$ cat src/gcmd_regs.vh
`ifndef GCMD_REGS_VH
`define GCMD_REGS_VH
// ----------------------------------------
// Register offsets (byte addresses)
// ----------------------------------------
`define OFF_GCMD 8'h18
`define OFF_GSTS 8'h1c
`define OFF_IRTA 8'h20
`define OFF_CAP 8'h24
`define OFF_FLT_CNT 8'h28
// ----------------------------------------
// Command field positions
// ----------------------------------------
`define BIT_LOG_EN 28
`define BIT_FLUSH 27
`define BIT_QI_EN 26
`define BIT_IR_EN 25
`define BIT_PTR_LD 24
// ----------------------------------------
// Capability bits
// ----------------------------------------
`define CAP_LOG 0
`define CAP_FLUSH 1
`define CAP_QI 2
`define CAP_IR 3
// ----------------------------------------
// Reset values and timing counts
// ----------------------------------------
`define RST_CAP 4'hf
`define RST_IRTA 32'h0000_0000
`define FLUSH_CYCLES 8'h08
`define LOAD_CYCLES 8'h02
`endif

$ cat src/op_timer.v
`timescale 1ns/100ps
// ----------------------------------------
// One-shot operation timer: busy until count done and drained
// ----------------------------------------
module op_timer (
    mclk,
    rst_n,
    start,
    cycles,
    hold,
    busy,
    done
);
    input wire mclk;
    input wire rst_n;
    input wire start;
    input wire [7:0] cycles;
    input wire hold;
    output wire busy;
    output reg done;

    reg [7:0] cnt_q;
    reg busy_q;

    assign busy = busy_q;

    always @(posedge mclk or negedge rst_n) begin
        if (!rst_n) begin
            cnt_q <= 8'h00;
            busy_q <= 1'b0;
            done <= 1'b0;
        end else begin
            done <= 1'b0;
            if (start) begin
                cnt_q <= cycles;
                busy_q <= 1'b1;
            end else if (busy_q) begin
                if (cnt_q > 8'h01) begin
                    cnt_q <= cnt_q - 8'h01;
                end else if (!hold) begin
                    // Holds at the last count until queued work has drained
                    busy_q <= 1'b0;
                    done <= 1'b1;
                    cnt_q <= 8'h00;
                end
            end
        end
    end
endmodule

$ cat src/remap_global_command_upper.v
// The plain strobed port and the register offsets were decided locally.
`timescale 1ns/100ps
// Functional notes
// - Writing 0 to bit 28 disables memory log; faults go to recording regs.
// - Writing 1 to bit 28 records faults into the memory-resident log.
// - Logging enable outcome is reflected in the logging status field.
// - Setting bit 27 flushes internal write posting buffers.
// - Flush progress is reported in the flush status field.
// - Command fields read undefined; writing 0 to one-shot fields does nothing.
// - Bit 26 enables (1) or disables (0) queued invalidation.
// - Queued invalidation enable result is reported in its status field.
// - Bit 25 enables (1) or disables (0) interrupt remapping if supported.
// - Interrupt remap enable completion is reported in its status field.
// - Remapping switches only at an interrupt transaction boundary.
// - Queued interrupts drain before remap enable completes.
// - Setting bit 24 loads the working table pointer from the address reg.
// - Table pointer load completion is reported in its status field.
// - Logging, flush and queued fields act only if the capability exists.
`include "gcmd_regs.vh"

module remap_global_command_upper (
    mclk,
    arst_n,
    addr,
    wdata,
    wr_stb,
    rd_stb,
    rdata,
    irq_busy,
    irq_boundary,
    fault_to_memory_log,
    fault_to_recording_regs,
    post_buffer_flush_busy,
    queued_inval_active,
    irq_remap_active,
    irq_table_ptr
);
    input wire mclk;
    input wire arst_n;
    input wire [7:0] addr;
    input wire [31:0] wdata;
    input wire wr_stb;
    input wire rd_stb;
    output reg [31:0] rdata;
    input wire irq_busy;
    input wire irq_boundary;
    output wire fault_to_memory_log;
    output wire fault_to_recording_regs;
    output wire post_buffer_flush_busy;
    output wire queued_inval_active;
    output wire irq_remap_active;
    output reg [31:0] irq_table_ptr;

    // ----------------------------------------
    // Reset release
    // ----------------------------------------
    // Release is synchronous so that every flop leaves reset on one edge;
    // assertion stays asynchronous and needs no running clock
    reg rst_s1_q;
    reg rst_n_q;

    always @(posedge mclk or negedge arst_n) begin
        if (!arst_n) begin
            rst_s1_q <= 1'b0;
            rst_n_q <= 1'b0;
        end else begin
            rst_s1_q <= 1'b1;
            rst_n_q <= rst_s1_q;
        end
    end

    // ----------------------------------------
    // Address decode
    // ----------------------------------------
    function hit;
        input [7:0] a;
        input [7:0] off;
        begin
            hit = (a == off);
        end
    endfunction

    // Exact match only: no offset aliases onto the command register
    wire wr_cmd = wr_stb & hit(addr, `OFF_GCMD);
    wire wr_irta = wr_stb & hit(addr, `OFF_IRTA);
    wire wr_cap = wr_stb & hit(addr, `OFF_CAP);

    // ----------------------------------------
    // Software-visible registers
    // ----------------------------------------
    reg [3:0] cap_q;
    reg [31:0] irta_q;
    reg log_en_q;
    reg qi_en_q;
    reg ir_req_q;
    reg ir_en_q;
    reg ir_sts_q;
    reg ptr_sts_q;
    reg flush_sts_q;
    reg [15:0] flt_cnt_q;

    // One write carries all five fields; each is acted upon on its own
    wire log_wr = wr_cmd & cap_q[`CAP_LOG];
    wire qi_wr = wr_cmd & cap_q[`CAP_QI];
    wire ir_wr = wr_cmd & cap_q[`CAP_IR];
    // Zero on a one-shot field starts nothing
    wire flush_go = wr_cmd & cap_q[`CAP_FLUSH] &
        wdata[`BIT_FLUSH];
    wire ptr_go = wr_cmd & cap_q[`CAP_IR] & wdata[`BIT_PTR_LD];

    wire flush_done;
    wire ptr_done;
    wire ptr_busy;

    // ----------------------------------------
    // Write buffer flush sequencer
    // ----------------------------------------
    // A new request while busy reloads the count: the last one sets the end
    op_timer flush_tmr (
        .mclk(mclk),
        .rst_n(rst_n_q),
        .start(flush_go),
        .cycles(`FLUSH_CYCLES),
        .hold(1'b0),
        .busy(post_buffer_flush_busy),
        .done(flush_done)
    );

    // ----------------------------------------
    // Table pointer load sequencer
    // ----------------------------------------
    // Fixed load time; only a new load request while busy can stretch it, by reloading the count
    op_timer ptr_tmr (
        .mclk(mclk),
        .rst_n(rst_n_q),
        .start(ptr_go),
        .cycles(`LOAD_CYCLES),
        .hold(1'b0),
        .busy(ptr_busy),
        .done(ptr_done)
    );

    // ----------------------------------------
    // Capability and table address registers
    // ----------------------------------------
    // Capability bits are writable so that each optional command can be
    // switched off without a different build
    always @(posedge mclk or negedge rst_n_q) begin
        if (!rst_n_q) begin
            cap_q <= `RST_CAP;
        end else if (wr_cap) begin
            cap_q <= wdata[3:0];
        end
    end

    always @(posedge mclk or negedge rst_n_q) begin
        if (!rst_n_q) begin
            irta_q <= `RST_IRTA;
        end else if (wr_irta) begin
            irta_q <= wdata;
        end
    end

    // ----------------------------------------
    // Fault logging route
    // ----------------------------------------
    // The field is a level, not a pulse: every write with the logging capability set takes its new value
    always @(posedge mclk or negedge rst_n_q) begin
        if (!rst_n_q) begin
            log_en_q <= 1'b0;
        end else if (log_wr) begin
            log_en_q <= wdata[`BIT_LOG_EN];
        end
    end

    // Counts real changes of the route only; rewriting the same level
    // leaves it alone, so a toggle nobody asked for shows up here
    always @(posedge mclk or negedge rst_n_q) begin
        if (!rst_n_q) begin
            flt_cnt_q <= 16'h0000;
        end else if (log_wr && (wdata[`BIT_LOG_EN] != log_en_q)) begin
            flt_cnt_q <= flt_cnt_q + 16'h0001;
        end
    end

    assign fault_to_memory_log = log_en_q;
    assign fault_to_recording_regs = ~log_en_q;

    // ----------------------------------------
    // Queued invalidation
    // ----------------------------------------
    always @(posedge mclk or negedge rst_n_q) begin
        if (!rst_n_q) begin
            qi_en_q <= 1'b0;
        end else if (qi_wr) begin
            qi_en_q <= wdata[`BIT_QI_EN];
        end
    end

    assign queued_inval_active = qi_en_q;

    // ----------------------------------------
    // Write buffer flush status
    // ----------------------------------------
    // A request in the cycle of a completion wins: the timer has just
    // been restarted, so the flush is still running
    always @(posedge mclk or negedge rst_n_q) begin
        if (!rst_n_q) begin
            flush_sts_q <= 1'b0;
        end else if (flush_go) begin
            flush_sts_q <= 1'b1;
        end else if (flush_done) begin
            flush_sts_q <= 1'b0;
        end
    end

    // ----------------------------------------
    // Table pointer load
    // ----------------------------------------
    // Status drops on the request and rises with the pointer itself, so
    // it is never seen set beside a stale pointer
    always @(posedge mclk or negedge rst_n_q) begin
        if (!rst_n_q) begin
            ptr_sts_q <= 1'b0;
        end else if (ptr_go) begin
            ptr_sts_q <= 1'b0;
        end else if (ptr_done) begin
            ptr_sts_q <= 1'b1;
        end
    end

    // Limitation: the address is taken at completion, so rewriting it
    // while a load runs changes what gets loaded
    always @(posedge mclk or negedge rst_n_q) begin
        if (!rst_n_q) begin
            irq_table_ptr <= `RST_IRTA;
        end else if (ptr_done) begin
            irq_table_ptr <= irta_q;
        end
    end

    // ----------------------------------------
    // Interrupt remapping switch
    // ----------------------------------------
    always @(posedge mclk or negedge rst_n_q) begin
        if (!rst_n_q) begin
            ir_req_q <= 1'b0;
        end else if (ir_wr) begin
            ir_req_q <= wdata[`BIT_IR_EN];
        end
    end

    // Switch only between interrupts and once the queue has drained; a
    // source that never goes quiet holds the request off indefinitely
    wire ir_switch = (ir_req_q != ir_en_q) && irq_boundary && !irq_busy;

    always @(posedge mclk or negedge rst_n_q) begin
        if (!rst_n_q) begin
            ir_en_q <= 1'b0;
        end else if (ir_switch) begin
            ir_en_q <= ir_req_q;
        end
    end

    // Status moves on the same edge as the switch itself
    always @(posedge mclk or negedge rst_n_q) begin
        if (!rst_n_q) begin
            ir_sts_q <= 1'b0;
        end else if (ir_switch) begin
            ir_sts_q <= ir_req_q;
        end
    end

    assign irq_remap_active = ir_en_q;

    // ----------------------------------------
    // Read path
    // ----------------------------------------
    // Only the five upper status fields live here; the rest read zero
    wire [31:0] sts_word = {3'b000, log_en_q, flush_sts_q, qi_en_q,
        ir_sts_q, ptr_sts_q, 24'h000000};

    always @(posedge mclk or negedge rst_n_q) begin
        if (!rst_n_q) begin
            rdata <= 32'h0000_0000;
        end else if (rd_stb) begin
            case (addr)
                `OFF_GCMD: rdata <= 32'h0000_0000;
                `OFF_GSTS: rdata <= sts_word;
                `OFF_IRTA: rdata <= irta_q;
                `OFF_CAP: rdata <= {28'h0000000, cap_q};
                `OFF_FLT_CNT: rdata <= {16'h0000, flt_cnt_q};
                default: rdata <= 32'h0000_0000;
            endcase
        end else begin
            // Zero between answers, so a stale word is never taken for one
            rdata <= 32'h0000_0000;
        end
    end
endmodule

$ cat config.mk
export PLATFORM = sky130hd
export DESIGN_NAME = remap_global_command_upper
export DESIGN_NICKNAME = d
export VERILOG_FILES = /design/src/op_timer.v /design/src/remap_global_command_upper.v
export VERILOG_INCLUDE_DIRS = /design/src /design/src/src
export SDC_FILE = /design/constraint.sdc
export NUM_CORES = 1
export LEC_CHECK = 0
export BUFFER_PORTS_ARGS = -buffer_cell sky130_fd_sc_hd__buf_2
export CORE_MARGIN = 8
export CORE_UTILIZATION = 50
export DETAILED_ROUTE_END_ITERATION = 8
export GPL_ROUTABILITY_DRIVEN = 0
export PLACE_DENSITY = 0.73
export SYNTH_ARGS = -nofsm -noshare
export SYNTH_HDL_FRONTEND = slang
export SYNTH_SLANG_ARGS = --single-unit
$ cat constraint.sdc
create_clock -name mclk -period 5.4 [get_ports mclk]
set_input_delay 1.08 -clock mclk [delete_from_list [all_inputs] [get_ports mclk]]
set_output_delay 1.08 -clock mclk [all_outputs]
set_load 0.02 [all_outputs]
==> flow_metrics.env, run 1 <==
export IMPL_wire_per_inst_um=17.2
export IMPL_cts_setup_buffers=0
export IMPL_peakVddDrop_v=0.000206
export IMPL_multi_input_area_mm2=0.00230
export IMPL_path_max_fanout=20
export IMPL_dp_cells=715
export IMPL_drt_pass1_iterations=4
export IMPL_r2r_end="ptr_tmr.cnt_q[1]"
export IMPL_synth_seq_cells=144
export IMPL_cp_end_kind="flip-flop"
export IMPL_synth_area_mm2=0.00602
export IMPL_hold_start="rst_s1_q"
export IMPL_coreArea_mm2=0.0119
export IMPL_antenna_left=0
export IMPL_fillers=961
export IMPL_die_y_um=126
export IMPL_slowest_stage="nor4_4"
export IMPL_drt_total_wl_mm=12.8
export IMPL_critPathKind="input port to flip-flop"
export IMPL_path_clk_slew_ns=0.06
export IMPL_worst_ep_arrival_time_ns=3.05
export IMPL_grt_use_total_pct=16.7
export IMPL_worstSkewPairLatency_ns=0.42
export IMPL_place_ws_ns=2.18
export IMPL_hpwlAfterDp_mm=9.11
export IMPL_io_buffer_count=114
export IMPL_finalHoldViolCount=0
export IMPL_nets=638
export IMPL_grt_ovfl_total=0
export IMPL_power_mw=2.39
export IMPL_num_vias=3993
export IMPL_cts_hold_buf=0
export IMPL_syn_nets=516
export IMPL_syn2layout_area_growth_pct=21.7
export IMPL_hold_path_end="rst_n_q"
export IMPL_cts_root_buf="clkbuf_16"
export IMPL_rsz0062_at_grt="false"
export IMPL_clock_fmax_mhz=363
export IMPL_ios=115
export IMPL_initial_core_util_pct=50.6
export IMPL_drv_slew=0
export IMPL_cp_start_kind="input port"
export IMPL_die_width_um=126
export IMPL_numCtsBuffers=17
export IMPL_min_period_ns=2.75
export IMPL_synthCells=465
export IMPL_clock_skew_ns=0.00543
export IMPL_yosys_cell_types_count=49
export IMPL_drc_errors=0
export IMPL_status="finished, final reports clean"
export IMPL_power_density_mw_per_mm2=327
export IMPL_yosysSeqAreaShare_pct=59.9
export IMPL_timing_setup_tns_ns=0
export IMPL_setup_viol=0
export IMPL_cp_top_family="simple AND/OR/NAND/NOR gates"
export IMPL_slowest_delay_ns=0.57
export IMPL_whs_ns=0.365
export IMPL_fin_crit_sh_pct=51.0
export IMPL_cts_tree="done"
export IMPL_viasPerCell=5.35
export IMPL_instances_no_fill=747
export IMPL_drv_cap=0
export IMPL_tightest_slew_ns=1.05
export IMPL_reg2reg_setup_slack_ns=3.51
export IMPL_htree_num_levels=4
export IMPL_fin_ws_ns=2.65
export IMPL_relSlewSlack_pct=29.9
export IMPL_die_area_mm2=0.0158
export IMPL_hold_depth=0
export IMPL_layout_drive_gt1_share_pct=40.2
export IMPL_p_leak_nw=3.83
export IMPL_cts_repair_resized=0
export IMPL_grt_pass1_wl_mm=21.0
export IMPL_critical_path_cell_chain="buf_2 -> nor4_4 -> nand4b_2 -> buf_4 -> mux2_2"
export IMPL_rr_worst_depth=4
export IMPL_antenna_found_initial=1
export IMPL_seqCellArea_mm2=0.00361
export IMPL_r2r_start="ptr_tmr.cnt_q[4]"
export IMPL_first_global_vias=4156
export IMPL_synth_warning_count=0
export IMPL_grt_max_degree=86
export IMPL_critPathBufInv=2
export IMPL_hp_class="flip-flop to flip-flop"
export IMPL_syn_avg_cell_area_um2=13.0
export IMPL_worst_ep_required_time_ns=5.70
export IMPL_rows=40
export IMPL_clk_path_buf_depth=2
export IMPL_cts_sinks=144
export IMPL_drt_iter0_drc=273
[synth_stat cells, drive strengths merged]
| cell | n | area [um2] |
|---|---|---|
| and4bb | 1 | 12.5 |
| inv | 9 | 33.8 |
| xor2 | 14 | 123 |
| nor4b | 3 | 32.5 |
| a211o | 1 | 8.76 |
| or2 | 2 | 12.5 |
| conb | 1 | 3.75 |
| clkbuf | 6 | 22.5 |
| o22ai | 1 | 6.26 |
| ha | 5 | 62.6 |
| dfstp | 4 | 105 |
| mux2i | 20 | 200 |
| nor4bb | 1 | 10.0 |
| or4 | 2 | 18.8 |
| and4 | 4 | 35.0 |
| nand3b | 4 | 30.0 |
| nand2b | 2 | 12.5 |
| nand2 | 19 | 71.3 |
| and2 | 12 | 75.1 |
| o31ai | 2 | 15.0 |
| o21ai | 3 | 15.0 |
| nor3 | 10 | 50.1 |
| o21bai | 2 | 15.0 |
| nor3b | 2 | 15.0 |
| a21o | 1 | 7.51 |
| dfrtp | 140 | 3500 |
| xnor2 | 4 | 35.0 |
| or3b | 1 | 8.76 |
| nor2b | 9 | 56.3 |
| nor2 | 49 | 186 |
| nor4 | 9 | 86.3 |
| nand4b | 1 | 15.0 |
| or3 | 6 | 42.5 |
| or4b | 1 | 10.0 |
| a22oi | 5 | 37.5 |
| a21oi | 11 | 55.1 |
| and3 | 2 | 12.5 |
| mux2 | 75 | 845 |
| nand4 | 5 | 46.3 |
| buf | 9 | 56.3 |
| nand3 | 7 | 35.0 |
[kinds of logic (layout without fill, tap and decap cells)]
family | after synthesis | count (layout) | share of synthesized area, %
flops | 144 | 144 | 59.9
xor+xnor | 18 | 18 | 2.62
mux | 95 | 95 | 17.3
other cells | 1 | 2 | 0.0622
compound gates | 26 | 26 | 2.66
buf+inv | 24 | 158 | 1.87
fa+ha+maj | 5 | 5 | 1.04
simple gates | 152 | 152 | 14.5
[layout by cell type (no fill, tap or decap), types with 4 or more instances in the layout]
cell type  netlist  final
clkbuf_16        0     17
nor3_1          10     10
ha_1             5      5
a21oi_1         11     11
nor4_1           7      7
dfrtp_1        140    139
buf_2            6    114
and2_1          12     12
buf_4            0      4
and4_1           4      4
nor2_1          48     48
nand3b_1         4      4
mux2_2          75     75
nand3_1          7      7
a22oi_1          5      5
nand4_1          4      4
dfstp_2          4      4
xnor2_1          4      4
xor2_1          14     14
or3_1            5      5
nand2_1         19     19
inv_1            9      9
mux2i_1         20     20
nor2b_1          9      9
[how the worst max path moves through the flow]
| stage | from | endpoint | slack (ns) | cells past startpoint |
|---|---|---|---|---|
| after CTS | addr[1] | irta_q[30] | 2.62 | 5 |
| after global placement | addr[1] | irta_q[16] | 2.26 | 5 |
| after global routing | addr[1] | irta_q[30] | 2.50 | 5 |
| after floorplan | rst_n_q | fault_to_memory_log | 1.10 | 0 |
| after detailed placement | addr[1] | irta_q[30] | 2.18 | 5 |
| final | addr[1] | irta_q[30] | 2.65 | 5 |
[where the power goes]
group / switching (mW) / internal (mW) / leakage (nW)
Sequential: 0.0342 / 1.11 / 1.90
Clock: 0.445 / 0.725 / 0.287
Combinational: 0.0432 / 0.0424 / 1.64
[layer usage]
layer,global-route usage (%),up-vias,part of all wire [%]
li1,-,1882,-
met1,20.5,1990,44
met2,26.3,102,48
met3,6.12,19,5.9
met4,6.86,0,2.0
met5,0,-,0
[worst register-to-register path: cells and delay by family, from the launching register on]
kind / cells / cell delay [ns]
and+or+nand+nor: 3 / 1.14
AOI/OAI and AO/OA: 1 / 0.22
DFF: 1 / 0.40
[registers in the layout (all words and copies together), names as in the netlist]
signal               flops
irq_table_ptr           32
irta_q                  32
rdata                   32
flt_cnt_q               16
flush_tmr.cnt_q          8
ptr_tmr.cnt_q            8
cap_q                    4
fault_to_memory_log      1
flush_sts_q              1
flush_tmr.busy           1
flush_tmr.done           1
ir_req_q                 1
ir_sts_q                 1
ptr_sts_q                1
ptr_tmr.busy             1
ptr_tmr.done             1
queued_inval_active      1
rst_n_q                  1
rst_s1_q                 1
[final cells by class]
type,instances,area share (%)
clock buffer,18,5.86
clock inverter,13,2.24
inverter,9,0.461
tap,147,2.51
timing repair buffer,118,8.19
multi-input combinational,297,31.4
antenna,1,0.0341
sequential,144,49.3
[stage by stage]
stage / instance area [um2] / utilization, %
global route: 7330 / 61.5
floorplan: 6020 / -
finish: 7330 / 61.5
detailed placement: 6730 / 56.5
CTS: 7330 / 61.5
global placement: 6730 / 56.5
Power figures use the tool's default switching activity.
==> run 2: changes to the inputs <==
- ABC_AREA: unset -> 1
- clock period: 5.4 -> 2.8 ns (I/O delays scaled with it)
==> flow_metrics.env, run 2 <==
export IMPL_status="finished, final reports clean"
export IMPL_cp_end_kind="flip-flop"
export IMPL_synth_edf_count=0
export IMPL_first_global_vias=5080
export IMPL_drt_pass1_iterations=5
export IMPL_switchingPower_mw=1.81
export IMPL_synth_most_common_cell="nand2_1"
export IMPL_hpwlAfterDp_mm=10.7
export IMPL_grt_ovfl_total=0
export IMPL_clk_path_buf_depth=2
export IMPL_drc_errors=0
export IMPL_hold_depth=0
export IMPL_min_period_ns=1.70
export IMPL_num_antenna_cells=0
export IMPL_synth_warning_count=0
export IMPL_layout_commonest_cell="nand2_1"
export IMPL_yosysSeqAreaShare_pct=56.6
export IMPL_drt_iter0_drc=463
export IMPL_yosys_area_top_type_share_pct=55.0
export IMPL_worstSkewPairLatency_ns=0.43
export IMPL_final_cell_mix="216 x nand2_1, 139 x dfrtp_1, 114 x buf_2"
export IMPL_slowest_delay_ns=0.37
export IMPL_tightest_slew_ns=0.977
export IMPL_final_area_mm2=0.00775
export IMPL_dp_cells=1000
export IMPL_cts_sinks=144
export IMPL_coreArea_mm2=0.0125
export IMPL_grt_use_total_pct=19.3
export IMPL_synth_seq_cells=144
export IMPL_instances_no_fill=1033
export IMPL_die_y_um=129
export IMPL_numCtsBuffers=17
export IMPL_cts_tree="done"
export IMPL_die_area_mm2=0.0166
export IMPL_relSlewSlack_pct=34.9
export IMPL_clock_skew_ns=0.00917
export IMPL_finalHoldViolCount=0
export IMPL_yosys_cell_types_count=33
export IMPL_grt_max_degree=143
export IMPL_viasPerCell=5.00
export IMPL_place_ws_ns=0.704
export IMPL_initial_core_util_pct=50.9
export IMPL_power_mw=6.19
export IMPL_switching_share_pct=29.2
export IMPL_syn_avg_cell_area_um2=8.71
export IMPL_grt_pass1_wl_mm=24.9
export IMPL_num_vias=5162
export IMPL_drv_cap=0
export IMPL_cts_repair_resized=0
export IMPL_path_max_fanout=42
export IMPL_antenna_found_initial=0
export IMPL_cts_root_buf="clkbuf_16"
export IMPL_ios=115
export IMPL_placed_area_mm2=0.00710
export IMPL_critPathKind="input port to flip-flop"
export IMPL_synth_largest_area_cell="dfrtp_1"
export IMPL_crit_path_frequent_cell="nand2_1"
export IMPL_pwr_share_seq_pct=41.9
export IMPL_crit_start="addr[1]"
export IMPL_p_clk_share_pct=39.8
export IMPL_clock_fmax_mhz=589
export IMPL_power_density_mw_per_mm2=798
export IMPL_rr_worst_depth=7
export IMPL_synth_main_ff_cell="dfrtp_1"
export IMPL_yosys_top_cells_area="dfrtp_1 55%, nand2_1 13%, nor2_1 5.2%, nand3_1 4.6%, inv_1 4.2%"
export IMPL_syn_nets=782
export IMPL_combPwrFrac_pct=18.3
export IMPL_synthCells=731
export IMPL_path_clk_slew_ns=0.06
export IMPL_synth_area_mm2=0.00637
export IMPL_p_int_mw=4.38
export IMPL_drt_total_wl_mm=15.2
export IMPL_fin_crit_sh_pct=60.7
export IMPL_rows=41
export IMPL_r2r_start="flush_tmr.cnt_q[0]"
export IMPL_antenna_left=0
export IMPL_fillers=1126
export IMPL_rsz0062_at_grt="false"
export IMPL_synth_top_cells_by_count="216 x nand2_1, 140 x dfrtp_1, 88 x nor2_1"
export IMPL_hp_class="flip-flop to flip-flop"
export IMPL_timing_setup_tns_ns=0
export IMPL_layout_drive_gt1_share_pct=22.0
export IMPL_syn2layout_area_growth_pct=21.7
export IMPL_async_flop_share_pct=100
export IMPL_htree_num_levels=4
export IMPL_wire_per_inst_um=14.8
export IMPL_worst_ep_required_time_ns=3.14
export IMPL_p_leak_nw=4.20
export IMPL_io_buffer_count=114
export IMPL_critical_path_cell_chain="buf_2 -> nor2_2 -> nand2_1 -> nor2_4 -> buf_4 -> nand2_1 -> nor2_1"
export IMPL_worst_ep_arrival_time_ns=2.04
export IMPL_fin_ws_ns=1.10
export IMPL_setup_viol=0
export IMPL_die_width_um=129
export IMPL_drv_slew=0
export IMPL_slowest_stage="buf_4"
export IMPL_reg_top3="irq_table_ptr x32, irta_q x32, rdata x32"
export IMPL_cp_start_kind="input port"
export IMPL_hold_start="rst_s1_q"
export IMPL_nets=899
export IMPL_peakVddDrop_v=0.000449
## run 2: cell types whose count changed in the layout (fill, tap and decap cells not counted), moves of 9 or more
cell / change
nor2_1: +40
nand2_1: +197
nor2b_1: -9
a21oi_1: +21
inv_1: +63
and2_1: -12
nand3_1: +52
o21ai_0: +17
nor3_1: -9
mux2i_1: -19
mux2_2: -54
## run 2: timing repair
| action | CTS | global route |
|---|---|---|
| buffers inserted | 0 | 0 |
| hold buffers | 1 | 0 |
| endpoints found under the hold margin | 2 | 0 |
## run 2: power by group through the flow
stage                     Clock (mW)  Sequential (mW)  Combinational, mW
after floorplan                    0             2.76              0.622
after detailed placement           0             2.63               1.14
after global routing            2.56             2.64               1.28
final                           2.46             2.59               1.13
after global placement             0             2.62               1.12
after CTS                       2.49             2.59               1.15
## run 2: cell type report
type,count,area [um2],share of cell area [%]
clock buffers,19,433,5.59
flip-flops and latches,144,3610,46.6
clock inverters,13,210,2.71
inverters,76,285,3.68
multi-input cells,490,2370,30.6
well taps,172,215,2.78
repair buffers,119,623,8.04
## run 2: cell families (layout without fill, tap and decap cells)
group / count (synthesis) / in the layout / synth area share [%]
AO/OA/AOI/OAI: 61 / 61 / 4.87
buffers and inverters: 97 / 227 / 6.13
XOR/XNOR: 15 / 15 / 2.06
flip-flops: 144 / 144 / 56.6
other: 1 / 1 / 0.0589
adder cells (fa/ha/maj): 5 / 5 / 0.982
AND/OR/NAND/NOR: 386 / 386 / 25.4
multiplexers: 22 / 22 / 3.87
## run 2: final timing paths
kind,slack (ns),to
setup / recovery,1.10,rdata[20]
hold / removal,0.36,rst_n_q
setup reg to reg,1.14,flush_tmr.cnt_q[0]
hold reg to reg,0.36,rst_n_q
max in group asynchronous,1.78,flt_cnt_q[4]
min in group asynchronous,0.41,rdata[0]
## run 2: per-stage QoR
stage | hold WS (ns) | utilization (%)
floorplan | 0.264 | -
global placement | 0.336 | 56.7
detailed placement | 0.336 | 56.7
CTS | 0.358 | 61.9
global route | 0.375 | 61.9
finish | 0.357 | 61.9
## run 2: metal layers
layer | up-vias | GRT usage, % | routed length, um
met2 | 163 | 31.1 | 7370
met1 | 2443 | 23.8 | 6360
met5 | - | 0 | 0
li1 | 2528 | - | -
met3 | 28 | 5.30 | 1130
met4 | 0 | 8.91 | 383
## run 2: critical path, delay by kind of cell
| family | cells | cell delay, ns |
|---|---|---|
| buffers and inverters | 2 | 0.48 |
| and+or+nand+nor | 5 | 0.98 |
